$ cat config.mk
export PLATFORM = sky130hd
export DESIGN_NAME = hsqw_writer
export DESIGN_NICKNAME = d
export VERILOG_FILES = /design/src/hdl/hsqw_pkg.sv /design/src/hdl/hsqw_writer.sv
export SDC_FILE = /design/constraint.sdc
export NUM_CORES = 2
export LEC_CHECK = 0
export BUFFER_PORTS_ARGS = -buffer_cell sky130_fd_sc_hd__buf_4
export CAP_MARGIN = 30
export CORE_ASPECT_RATIO = 0.7
export CORE_MARGIN = 10
export CORE_UTILIZATION = 55
export CTS_CLUSTER_SIZE = 12
export DETAILED_ROUTE_END_ITERATION = 8
export MAX_ROUTING_LAYER = met4
export PLACE_DENSITY = 0.8
export SKIP_LAST_GASP = 1
export SYNTH_ARGS = -nofsm -noshare
export SYNTH_HDL_FRONTEND = slang
export SYNTH_SLANG_ARGS = --single-unit
$ cat constraint.sdc
create_clock -name clk -period 4.2 [get_ports clk]
set_input_delay 0.63 -clock clk [delete_from_list [all_inputs] [get_ports clk]]
set_output_delay 0.63 -clock clk [all_outputs]
set_load 0.01 [all_outputs]
$ cat src/hdl/hsqw_pkg.sv
// Constants, field layouts and carrier types for the status queue writer.
// Assumes a 16-bit shared memory addressed in bytes, words on even addresses.
package hsqw_pkg;

  // ---------------------------------------------------------------
  // Widths and offsets
  // ---------------------------------------------------------------
  localparam int AW = 24;
  localparam logic [AW-1:0] DESC_STAT_OFS = 24'h00000a;
  localparam logic [15:0] TS_RST = 16'h0000;
  localparam logic [15:0] PTR_RST = 16'h0000;

  // ---------------------------------------------------------------
  // Entry and status word field positions
  // ---------------------------------------------------------------
  localparam int NS_BIT = 15;
  localparam int DIR_BIT = 13;
  localparam int CH_LSB = 8;
  localparam int SENT_OK_BIT = 15;
  localparam int ABORTED_BIT = 14;
  localparam int STARVED_BIT = 13;

  // Event source codes of a command/indicate entry
  localparam logic [1:0] SRC_PRIM = 2'h0;
  localparam logic [1:0] SRC_AES = 2'h1;
  localparam logic [1:0] SRC_ALARM = 2'h2;
  localparam logic [1:0] SRC_RSVD = 2'h3;

  // ---------------------------------------------------------------
  // Types
  // ---------------------------------------------------------------
  typedef enum logic [2:0] {
    ST_IDLE = 3'h0,
    ST_DESC = 3'h1,
    ST_RDNS = 3'h3,
    ST_WTS = 3'h2,
    ST_WENT = 3'h6
  } hsqw_st_t;

  typedef enum logic [1:0] {
    SEL_TX = 2'h0,
    SEL_RX = 2'h1,
    SEL_CI = 2'h2
  } hsqw_sel_t;

  typedef struct packed {
    logic [AW-1:0] desc_addr;
    logic [4:0] chan;
    logic frame_end;
    logic frame_good;
    logic aborted;
    logic starved;
    logic buf_drained;
    logic irq_en;
    logic queue_end_flag;
    logic halt;
    logic abort_cmd;
  } hsqw_tx_evt_t;

  typedef struct packed {
    logic [4:0] chan;
    logic frame_end;
    logic crc_ok;
    logic aborted;
    logic overflow;
    logic buf_filled;
    logic irq_en;
    logic queue_end_flag;
    logic halt;
    logic abort_idle;
  } hsqw_rx_evt_t;

  typedef struct packed {
    logic [1:0] src;
    logic port;
    logic [2:0] chan;
    logic [5:0] bits;
  } hsqw_ci_smp_t;

  typedef struct packed {
    logic req;
    logic we;
    logic [AW-1:0] addr;
    logic [15:0] wdata;
  } hsqw_mem_t;

  typedef struct packed {
    hsqw_st_t st;
    hsqw_sel_t sel;
    hsqw_mem_t mem;
    logic tx_free;
    logic rx_free;
    logic ci_free;
    hsqw_tx_evt_t tx;
    hsqw_rx_evt_t rx;
    logic [15:0] ci_word;
    logic [15:0] ci_ts;
    logic ci_two;
    logic [15:0] entry;
    logic [15:0] hq_ptr;
    logic [15:0] cq_ptr;
    logic ovf_h;
    logic ovf_c;
    logic tx_halt;
    logic rx_halt;
    logic [15:0] ts;
    logic [31:0][5:0] cand;
    logic [31:0][5:0] stab;
    logic [31:0] seen;
    logic [31:0] rep;
    logic [AW-1:0] fetch_addr;
    logic fetch_hi;
  } hsqw_state_t;

endpackage

$ cat src/hdl/hsqw_writer.sv
// Status queue writer: posts transmit/receive HDLC and command/indicate
// events into shared-memory queues, with descriptor status and byte locator.
// Assumes one memory port on the same clock; ack is a one-cycle pulse.
`timescale 1ns/100ps

module hsqw_writer (
  input logic clk,
  input logic rst,
  input logic tx_valid,
  input hsqw_pkg::hsqw_tx_evt_t tx_evt,
  output logic tx_ready,
  input logic rx_valid,
  input hsqw_pkg::hsqw_rx_evt_t rx_evt,
  output logic rx_ready,
  input logic ci_valid,
  input hsqw_pkg::hsqw_ci_smp_t ci_smp,
  input logic timestamp_enable,
  input logic tx_continue,
  input logic rx_continue,
  output logic tx_stalled,
  output logic rx_stalled,
  input logic [hsqw_pkg::AW-1:0] hq_base,
  input logic [15:0] hq_size,
  input logic [hsqw_pkg::AW-1:0] cq_base,
  input logic [15:0] cq_size,
  input logic hdlc_ovf_clr,
  input logic ci_ovf_clr,
  output logic hdlc_queue_overflow,
  output logic ci_queue_overflow,
  output hsqw_pkg::hsqw_mem_t mem,
  input logic mem_ack,
  input logic [15:0] mem_rdata,
  input logic [hsqw_pkg::AW-1:0] tx_buffer_pointer,
  input logic [11:0] fetch_idx,
  output logic [hsqw_pkg::AW-1:0] fetch_addr,
  output logic fetch_hi
);
  import hsqw_pkg::*;

  // ---------------------------------------------------------------
  // Helpers
  // ---------------------------------------------------------------
  function automatic logic [AW-1:0] slot(input logic [AW-1:0] base,
                                        input logic [15:0] ptr);
    slot = base + {7'h00, ptr, 1'b0};
  endfunction

  // Ring wrap to 0 once ptr plus len reaches size; a two-word entry at the last word runs past the end
  function automatic logic [15:0] qnext(input logic [15:0] ptr,
                                        input logic [15:0] len,
                                        input logic [15:0] size);
    logic [16:0] sum;
    sum = {1'b0, ptr} + {1'b0, len};
    qnext = (sum >= {1'b0, size}) ? 16'h0000 : sum[15:0];
  endfunction

  function automatic hsqw_mem_t mrd(input logic [AW-1:0] a);
    mrd = '{req: 1'b1, we: 1'b0, addr: a, wdata: 16'h0000};
  endfunction

  function automatic hsqw_mem_t mwr(input logic [AW-1:0] a,
                                    input logic [15:0] d);
    mwr = '{req: 1'b1, we: 1'b1, addr: a, wdata: d};
  endfunction

  function automatic logic [4:0] tx_flags(input hsqw_tx_evt_t e);
    logic ok;
    ok = e.frame_end & e.frame_good & ~e.aborted & ~e.starved;
    tx_flags = {ok & e.irq_en,
                e.buf_drained & e.irq_en,
                e.halt, e.queue_end_flag, e.abort_cmd};
  endfunction

  function automatic logic [4:0] rx_flags(input hsqw_rx_evt_t e);
    logic bad;
    bad = ~e.crc_ok | e.aborted | e.overflow;
    rx_flags = {e.frame_end & ~bad,
                e.buf_filled & e.irq_en,
                e.halt | e.abort_idle,
                e.queue_end_flag,
                e.frame_end & bad};
  endfunction

  // ---------------------------------------------------------------
  // State
  // ---------------------------------------------------------------
  hsqw_state_t s_r;
  hsqw_state_t s_nxt;

  logic [4:0] idx;
  logic hit;
  logic fin;
  logic [4:0] fl;
  logic [11:0] bidx;

  always_comb begin
    s_nxt = s_r;
    idx = {ci_smp.src[0], ci_smp.port, ci_smp.chan};
    hit = 1'b0;
    fin = 1'b0;
    fl = 5'h00;
    bidx = fetch_idx;
    s_nxt.ts = s_r.ts + 16'h0001;

    // Byte locator for the transmit buffer; byte k of a count of n
    // lands low for even k, so the last one follows the odd/even split
    s_nxt.fetch_addr = tx_buffer_pointer + {12'h000, bidx[11:1], 1'b0};
    s_nxt.fetch_hi = bidx[0];

    // Event capture, one slot per source
    if (s_r.tx_free && tx_valid) begin
      s_nxt.tx_free = 1'b0;
      s_nxt.tx = tx_evt;
    end
    if (s_r.rx_free && rx_valid) begin
      s_nxt.rx_free = 1'b0;
      s_nxt.rx = rx_evt;
    end

    // ---------------------------------------------------------------
    // Command/indicate change detection
    // ---------------------------------------------------------------
    if (ci_valid && ci_smp.src != SRC_RSVD) begin
      if (ci_smp.src == SRC_ALARM) begin
        hit = 1'b1;
      end else begin
        hit = s_r.seen[idx] && s_r.cand[idx] == ci_smp.bits &&
              !(s_r.rep[idx] && s_r.stab[idx] == ci_smp.bits);
        s_nxt.cand[idx] = ci_smp.bits;
        s_nxt.seen[idx] = 1'b1;
      end
      // A busy slot leaves the change unrecorded, so it is seen again
      if (hit && s_r.ci_free) begin
        s_nxt.ci_free = 1'b0;
        s_nxt.ci_ts = s_r.ts;
        s_nxt.ci_two = timestamp_enable;
        s_nxt.ci_word = {1'b1, 1'b0,
                         timestamp_enable ? 2'b00 : ci_smp.src,
                         ci_smp.port, ci_smp.chan, 2'b00, ci_smp.bits};
        if (ci_smp.src != SRC_ALARM) begin
          s_nxt.stab[idx] = ci_smp.bits;
          s_nxt.rep[idx] = 1'b1;
        end
      end
    end

    // Clears come first so that a same-cycle set wins
    if (tx_continue) begin
      s_nxt.tx_halt = 1'b0;
    end
    if (rx_continue) begin
      s_nxt.rx_halt = 1'b0;
    end
    if (hdlc_ovf_clr) begin
      s_nxt.ovf_h = 1'b0;
    end
    if (ci_ovf_clr) begin
      s_nxt.ovf_c = 1'b0;
    end

    // ---------------------------------------------------------------
    // Memory sequencer
    // ---------------------------------------------------------------
    unique case (s_r.st)
      ST_IDLE: begin
        if (!s_r.tx_free) begin
          s_nxt.sel = SEL_TX;
          fl = tx_flags(s_r.tx);
          s_nxt.entry = {1'b1, 1'b0, 1'b1, s_r.tx.chan, 3'h0, fl};
          if (s_r.tx.queue_end_flag || s_r.tx.halt || s_r.tx.abort_cmd) begin
            s_nxt.tx_halt = 1'b1;
          end
          if (s_r.tx.frame_end) begin
            s_nxt.st = ST_DESC;
            s_nxt.mem = mwr(s_r.tx.desc_addr + DESC_STAT_OFS,
                            {s_r.tx.frame_good & ~s_r.tx.aborted &
                             ~s_r.tx.starved,
                             s_r.tx.aborted,
                             s_r.tx.starved,
                             13'h0000});
          end else if (fl != 5'h00) begin
            s_nxt.st = ST_RDNS;
            s_nxt.mem = mrd(slot(hq_base, s_r.hq_ptr));
          end else begin
            s_nxt.tx_free = 1'b1;
          end
        end else if (!s_r.rx_free) begin
          s_nxt.sel = SEL_RX;
          fl = rx_flags(s_r.rx);
          s_nxt.entry = {1'b1, 1'b0, 1'b0, s_r.rx.chan, 3'h0, fl};
          if (s_r.rx.queue_end_flag || s_r.rx.halt || s_r.rx.abort_idle) begin
            s_nxt.rx_halt = 1'b1;
          end
          if (fl != 5'h00) begin
            s_nxt.st = ST_RDNS;
            s_nxt.mem = mrd(slot(hq_base, s_r.hq_ptr));
          end else begin
            s_nxt.rx_free = 1'b1;
          end
        end else if (!s_r.ci_free) begin
          s_nxt.sel = SEL_CI;
          s_nxt.entry = s_r.ci_word;
          s_nxt.st = ST_RDNS;
          s_nxt.mem = mrd(slot(cq_base, s_r.cq_ptr));
        end
      end
      ST_DESC: begin
        if (mem_ack) begin
          if (s_r.entry[4:0] != 5'h00) begin
            s_nxt.st = ST_RDNS;
            s_nxt.mem = mrd(slot(hq_base, s_r.hq_ptr));
          end else begin
            s_nxt.mem.req = 1'b0;
            s_nxt.st = ST_IDLE;
            fin = 1'b1;
          end
        end
      end
      ST_RDNS: begin
        if (mem_ack) begin
          if (mem_rdata[NS_BIT]) begin
            // Slot still owned by software: drop the entry, keep pointer
            s_nxt.mem.req = 1'b0;
            s_nxt.st = ST_IDLE;
            fin = 1'b1;
            if (s_r.sel == SEL_CI) begin
              s_nxt.ovf_c = 1'b1;
            end else begin
              s_nxt.ovf_h = 1'b1;
            end
          end else if (s_r.sel == SEL_CI && s_r.ci_two) begin
            // Stamp word first, so the fresh word is the last one seen
            s_nxt.st = ST_WTS;
            s_nxt.mem = mwr(slot(cq_base, s_r.cq_ptr + 16'h0001), s_r.ci_ts);
          end else begin
            s_nxt.st = ST_WENT;
            s_nxt.mem = mwr(slot(s_r.sel == SEL_CI ? cq_base : hq_base,
                                 s_r.sel == SEL_CI ? s_r.cq_ptr : s_r.hq_ptr),
                            s_r.entry);
          end
        end
      end
      ST_WTS: begin
        if (mem_ack) begin
          s_nxt.st = ST_WENT;
          s_nxt.mem = mwr(slot(cq_base, s_r.cq_ptr), s_r.entry);
        end
      end
      ST_WENT: begin
        if (mem_ack) begin
          s_nxt.mem.req = 1'b0;
          s_nxt.st = ST_IDLE;
          fin = 1'b1;
          if (s_r.sel == SEL_CI) begin
            s_nxt.cq_ptr = qnext(s_r.cq_ptr, s_r.ci_two ? 16'h0002 : 16'h0001, cq_size);
          end else begin
            s_nxt.hq_ptr = qnext(s_r.hq_ptr, 16'h0001, hq_size);
          end
        end
      end
    endcase

    if (fin) begin
      unique case (s_r.sel)
        SEL_TX: s_nxt.tx_free = 1'b1;
        SEL_RX: s_nxt.rx_free = 1'b1;
        default: s_nxt.ci_free = 1'b1;
      endcase
    end
  end

  always_ff @(posedge clk) begin
    if (rst) begin
      s_r <= '0;
      s_r.st <= ST_IDLE;
      s_r.sel <= SEL_TX;
      s_r.tx_free <= 1'b1;
      s_r.rx_free <= 1'b1;
      s_r.ci_free <= 1'b1;
      s_r.ts <= TS_RST;
      s_r.hq_ptr <= PTR_RST;
      s_r.cq_ptr <= PTR_RST;
    end else begin
      s_r <= s_nxt;
    end
  end

  // ---------------------------------------------------------------
  // Outputs
  // ---------------------------------------------------------------
  assign tx_ready = s_r.tx_free;
  assign rx_ready = s_r.rx_free;
  assign tx_stalled = s_r.tx_halt;
  assign rx_stalled = s_r.rx_halt;
  assign hdlc_queue_overflow = s_r.ovf_h;
  assign ci_queue_overflow = s_r.ovf_c;
  assign mem = s_r.mem;
  assign fetch_addr = s_r.fetch_addr;
  assign fetch_hi = s_r.fetch_hi;
endmodule

==> qor.txt <==
status - completed
CP max stage cell - or4_1
CP Cell Sequence - inv_1 > nor2_1 > and4_1 > and3_1 > nand3_1 > xnor2_1 > ha_1 > nand3_1 > or2_2 > or4_1 > nand2_1 > a311oi_1 > o21ai_0 > nor2_2 > a32o_1
Buffers & Inverters on Critical Path - 1
Max Clock Freq - 247 MHz
post-synthesis mux area share - 14.9%
period utilization - 96.2%
CP arrival - 4.54 ns
IO Count - 280
gpl congestion - 1.02
worst-margin pin slew - 1.22 ns
Synth Register Bits - 670
Hold Buf Count CTS - 0
Starting Density - 55.9%
maximum fanout along the worst path - 14
Post-synth ARST share - 0%
CP top delay family - simple AND/OR/NAND/NOR gates
gr usage total - 32.1%
full die area - 0.0772 sq mm
most frequent CP cell - nand3_1
die width - 328 um
DR vias - 34212
average wire per standard cell - 23.1 um
vias in the first global route - 31682
Synth Area in Compound Gates - 14.9%
CP Capture Type - flop
vias per inst - 6.21
CP max stage delay - 0.57 ns
WL final - 127 mm
first-pass GRT wire length - 191 mm
port bufs - 264
final hold violation count - 0
core area - 0.0652 sq mm
TritonCTS clock tree - done
largest net degree at the start of global routing - 200
Cell Pwr Density - 409 mW/mm^2
clock transition at the registers of the reported paths - 0.06 ns
Num CTS Buffers - 71
Min-Delay Path Class - in -> reg
Rows - 78
crit path kind - reg -> reg
Synth Warn # - 0
initial antenna violation count - 3
clk root buf - clkbuf_16
Post-Syn Area per Cell - 8.37 sq um
DR DRC count - 0
post-synthesis xor/xnor area fraction - 3.87%
die height - 235 um
1st-iter DRT viols - 4709
CP startpoint kind - flop
Final Critical Period - 4.04 ns
RSZ-0062 raised after global routing - true
total grt overflow - 0
clock latency on the worst-skew pair - 0.63 ns
placed insts - 5394
combinational family with the most area after synthesis - simple AND/OR/NAND/NOR gates
CTS Sinks - 670
Max Clock Skew - 0.0281 ns
Final ANT Viol Nets - 0
Worst EP required - 4.70 ns
layout cells sized above 1 - 15.4%
worst-case clock buffer depth - 3
Slew headroom - 18.6%
Crit Reg-Reg Startpoint - s_r[514]
Yosys cell types - 84
Tot Pwr - 0.0173 W
Leak - 17.9 nW
H-tree Lvls - 3
Net Count, Synth - 4687
max cap viols - 0
top_reg_cell synth - dfxtp_1
final setup fails - 0
Post-synth EDFFs - 0
area added between synthesis and finish - 16.2%
DR pass1 iterations - 6
Nets - 4920
Final Instance Count excl. Fillers - 5507
sequential share of the synthesized area - 36.8%
CP startpoint - s_r[514]
worst vdd ir - 0.000491 V
cell count after synthesis - 4357
final design utilization - 65.0%
Mapped Area - 0.0365 sq mm
Synth Area in Simple Gates - 19.5%
Hold Startpoint - fetch_idx[0]
Max Slew Vio Count - 0
Adder-Cell Fraction of Synth Area - 4.34%
HPWL after DPL - 93.4 mm
flip-flops by register name, summed over array words and instances, names as in the netlist:
| signal | count |
|---|---|
| tx_ready | 1 |
| fetch_addr | 24 |
| rx_stalled | 1 |
| hdlc_queue_overflow | 1 |
| rx_ready | 1 |
| tx_stalled | 1 |
| fetch_hi | 1 |
| s_r | 597 |
| mem | 42 |
| ci_queue_overflow | 1 |
power by group:
group / leakage, nW / total, W / internal [W] / switching [W]
registers: 5.42 / 0.00690 / 0.00663 / 0.000261
clock network: 1.10 / 0.00633 / 0.00371 / 0.00262
logic: 11.4 / 0.00412 / 0.00145 / 0.00267
path summary, 6_finish.rpt:
check / to / slack, ns / depth (start not counted)
max reg2reg: s_r[513] / 0.16 / 15
max: s_r[513] / 0.16 / 15
min reg2reg: s_r[57] / 0.44 / 2
min: fetch_hi / 0.23 / 2
layer usage:
layer,track usage [%],part of all wire (%),up-vias
li1,-,-,15735
met1,46.5,45,16365
met2,42.8,40,1910
met3,9.30,13,202
met4,7.67,2.0,0
met5,-,0,-
worst register-to-register path, stage by stage, from the launching register on:
cell and delay (ns):
dfxtp_1 0.38, inv_1 0.10, nor2_1 0.26, and4_1 0.35
and3_1 0.25, nand3_1 0.10, xnor2_1 0.18, ha_1 0.32
nand3_1 0.10, or2_2 0.35, or4_1 0.57, nand2_1 0.09
a311oi_1 0.07, o21ai_0 0.25, nor2_2 0.24, a32o_1 0.32
area by class of cell:
type,instances,area (sq um)
fill,5417,22800
multi-input combinational,3226,21000
sequential,670,13400
timing repair buffer,515,4190
clock buffer,92,1970
tap,880,1100
inverter,106,405
clock inverter,16,280
antenna,2,5.00
logic make-up (layout without fill, tap and decap cells):
family / count (synthesis) / in the layout
buf+inv: 461 / 729
compound gates: 864 / 864
other cells: 0 / 2
mux: 522 / 522
flops: 670 / 670
fa+ha+maj: 123 / 123
xor+xnor: 161 / 161
simple gates: 1556 / 1556
cell usage in the layout, fill, tap and decap left out, types with 12 or more instances in the layout:
cell type / count
nand2_1: 693
dfxtp_1: 670
mux2i_1: 503
buf_4: 488
a21oi_1: 342
nor2_1: 336
nand3_1: 193
ha_1: 117
o21ai_0: 112
inv_1: 104
o22ai_1: 103
xnor2_1: 94
clkbuf_16: 73
xor2_1: 67
nor3_1: 63
and3_1: 43
a21o_1: 37
o211ai_1: 36
nor4_1: 30
nand2b_1: 28
a211oi_1: 28
o21a_1: 27
buf_12: 24
nand4_1: 22
nor2b_1: 22
or3_1: 22
a221oi_1: 20
a21bo_2: 20
mux4_2: 18
o221ai_1: 14
a31oi_1: 14
a22oi_1: 13
a32o_1: 13
clkbuf_1: 12
per-stage QoR:
step                      worst slack [ns]  area [sq um]  setup TNS (ns)  hold slack, ns
after floorplan                      0.130         36500               0           0.422
after detailed placement           -0.0486         40100          -0.936           0.436
after global routing               -0.0375         42400         -0.0375           0.235
after CTS                            0.129         42300               0           0.199
after global placement              0.0868         40100               0           0.431
final                                0.158         42400               0           0.231
timing repair:
| item | in CTS | in global routing |
|---|---|---|
| resized for setup | 0 | 5 |
| setup endpoints to repair | 0 | 26 |
| setup buffers | 0 | 3 |
cells in the mapped netlist (94+ instances only):
cell type	instances	area share (%)
ha_1	117	4.0
dfxtp_1	670	37
xnor2_1	94	2.3
a21oi_1	343	4.7
clkbuf_1	216	2.2
nor2_1	340	3.5
inv_1	105	1.1
o21ai_0	113	1.6
o22ai_1	103	1.8
mux2i_1	503	14
nand2_1	693	7.1
nand3_1	193	2.6
(Power assumes the default switching activity.)
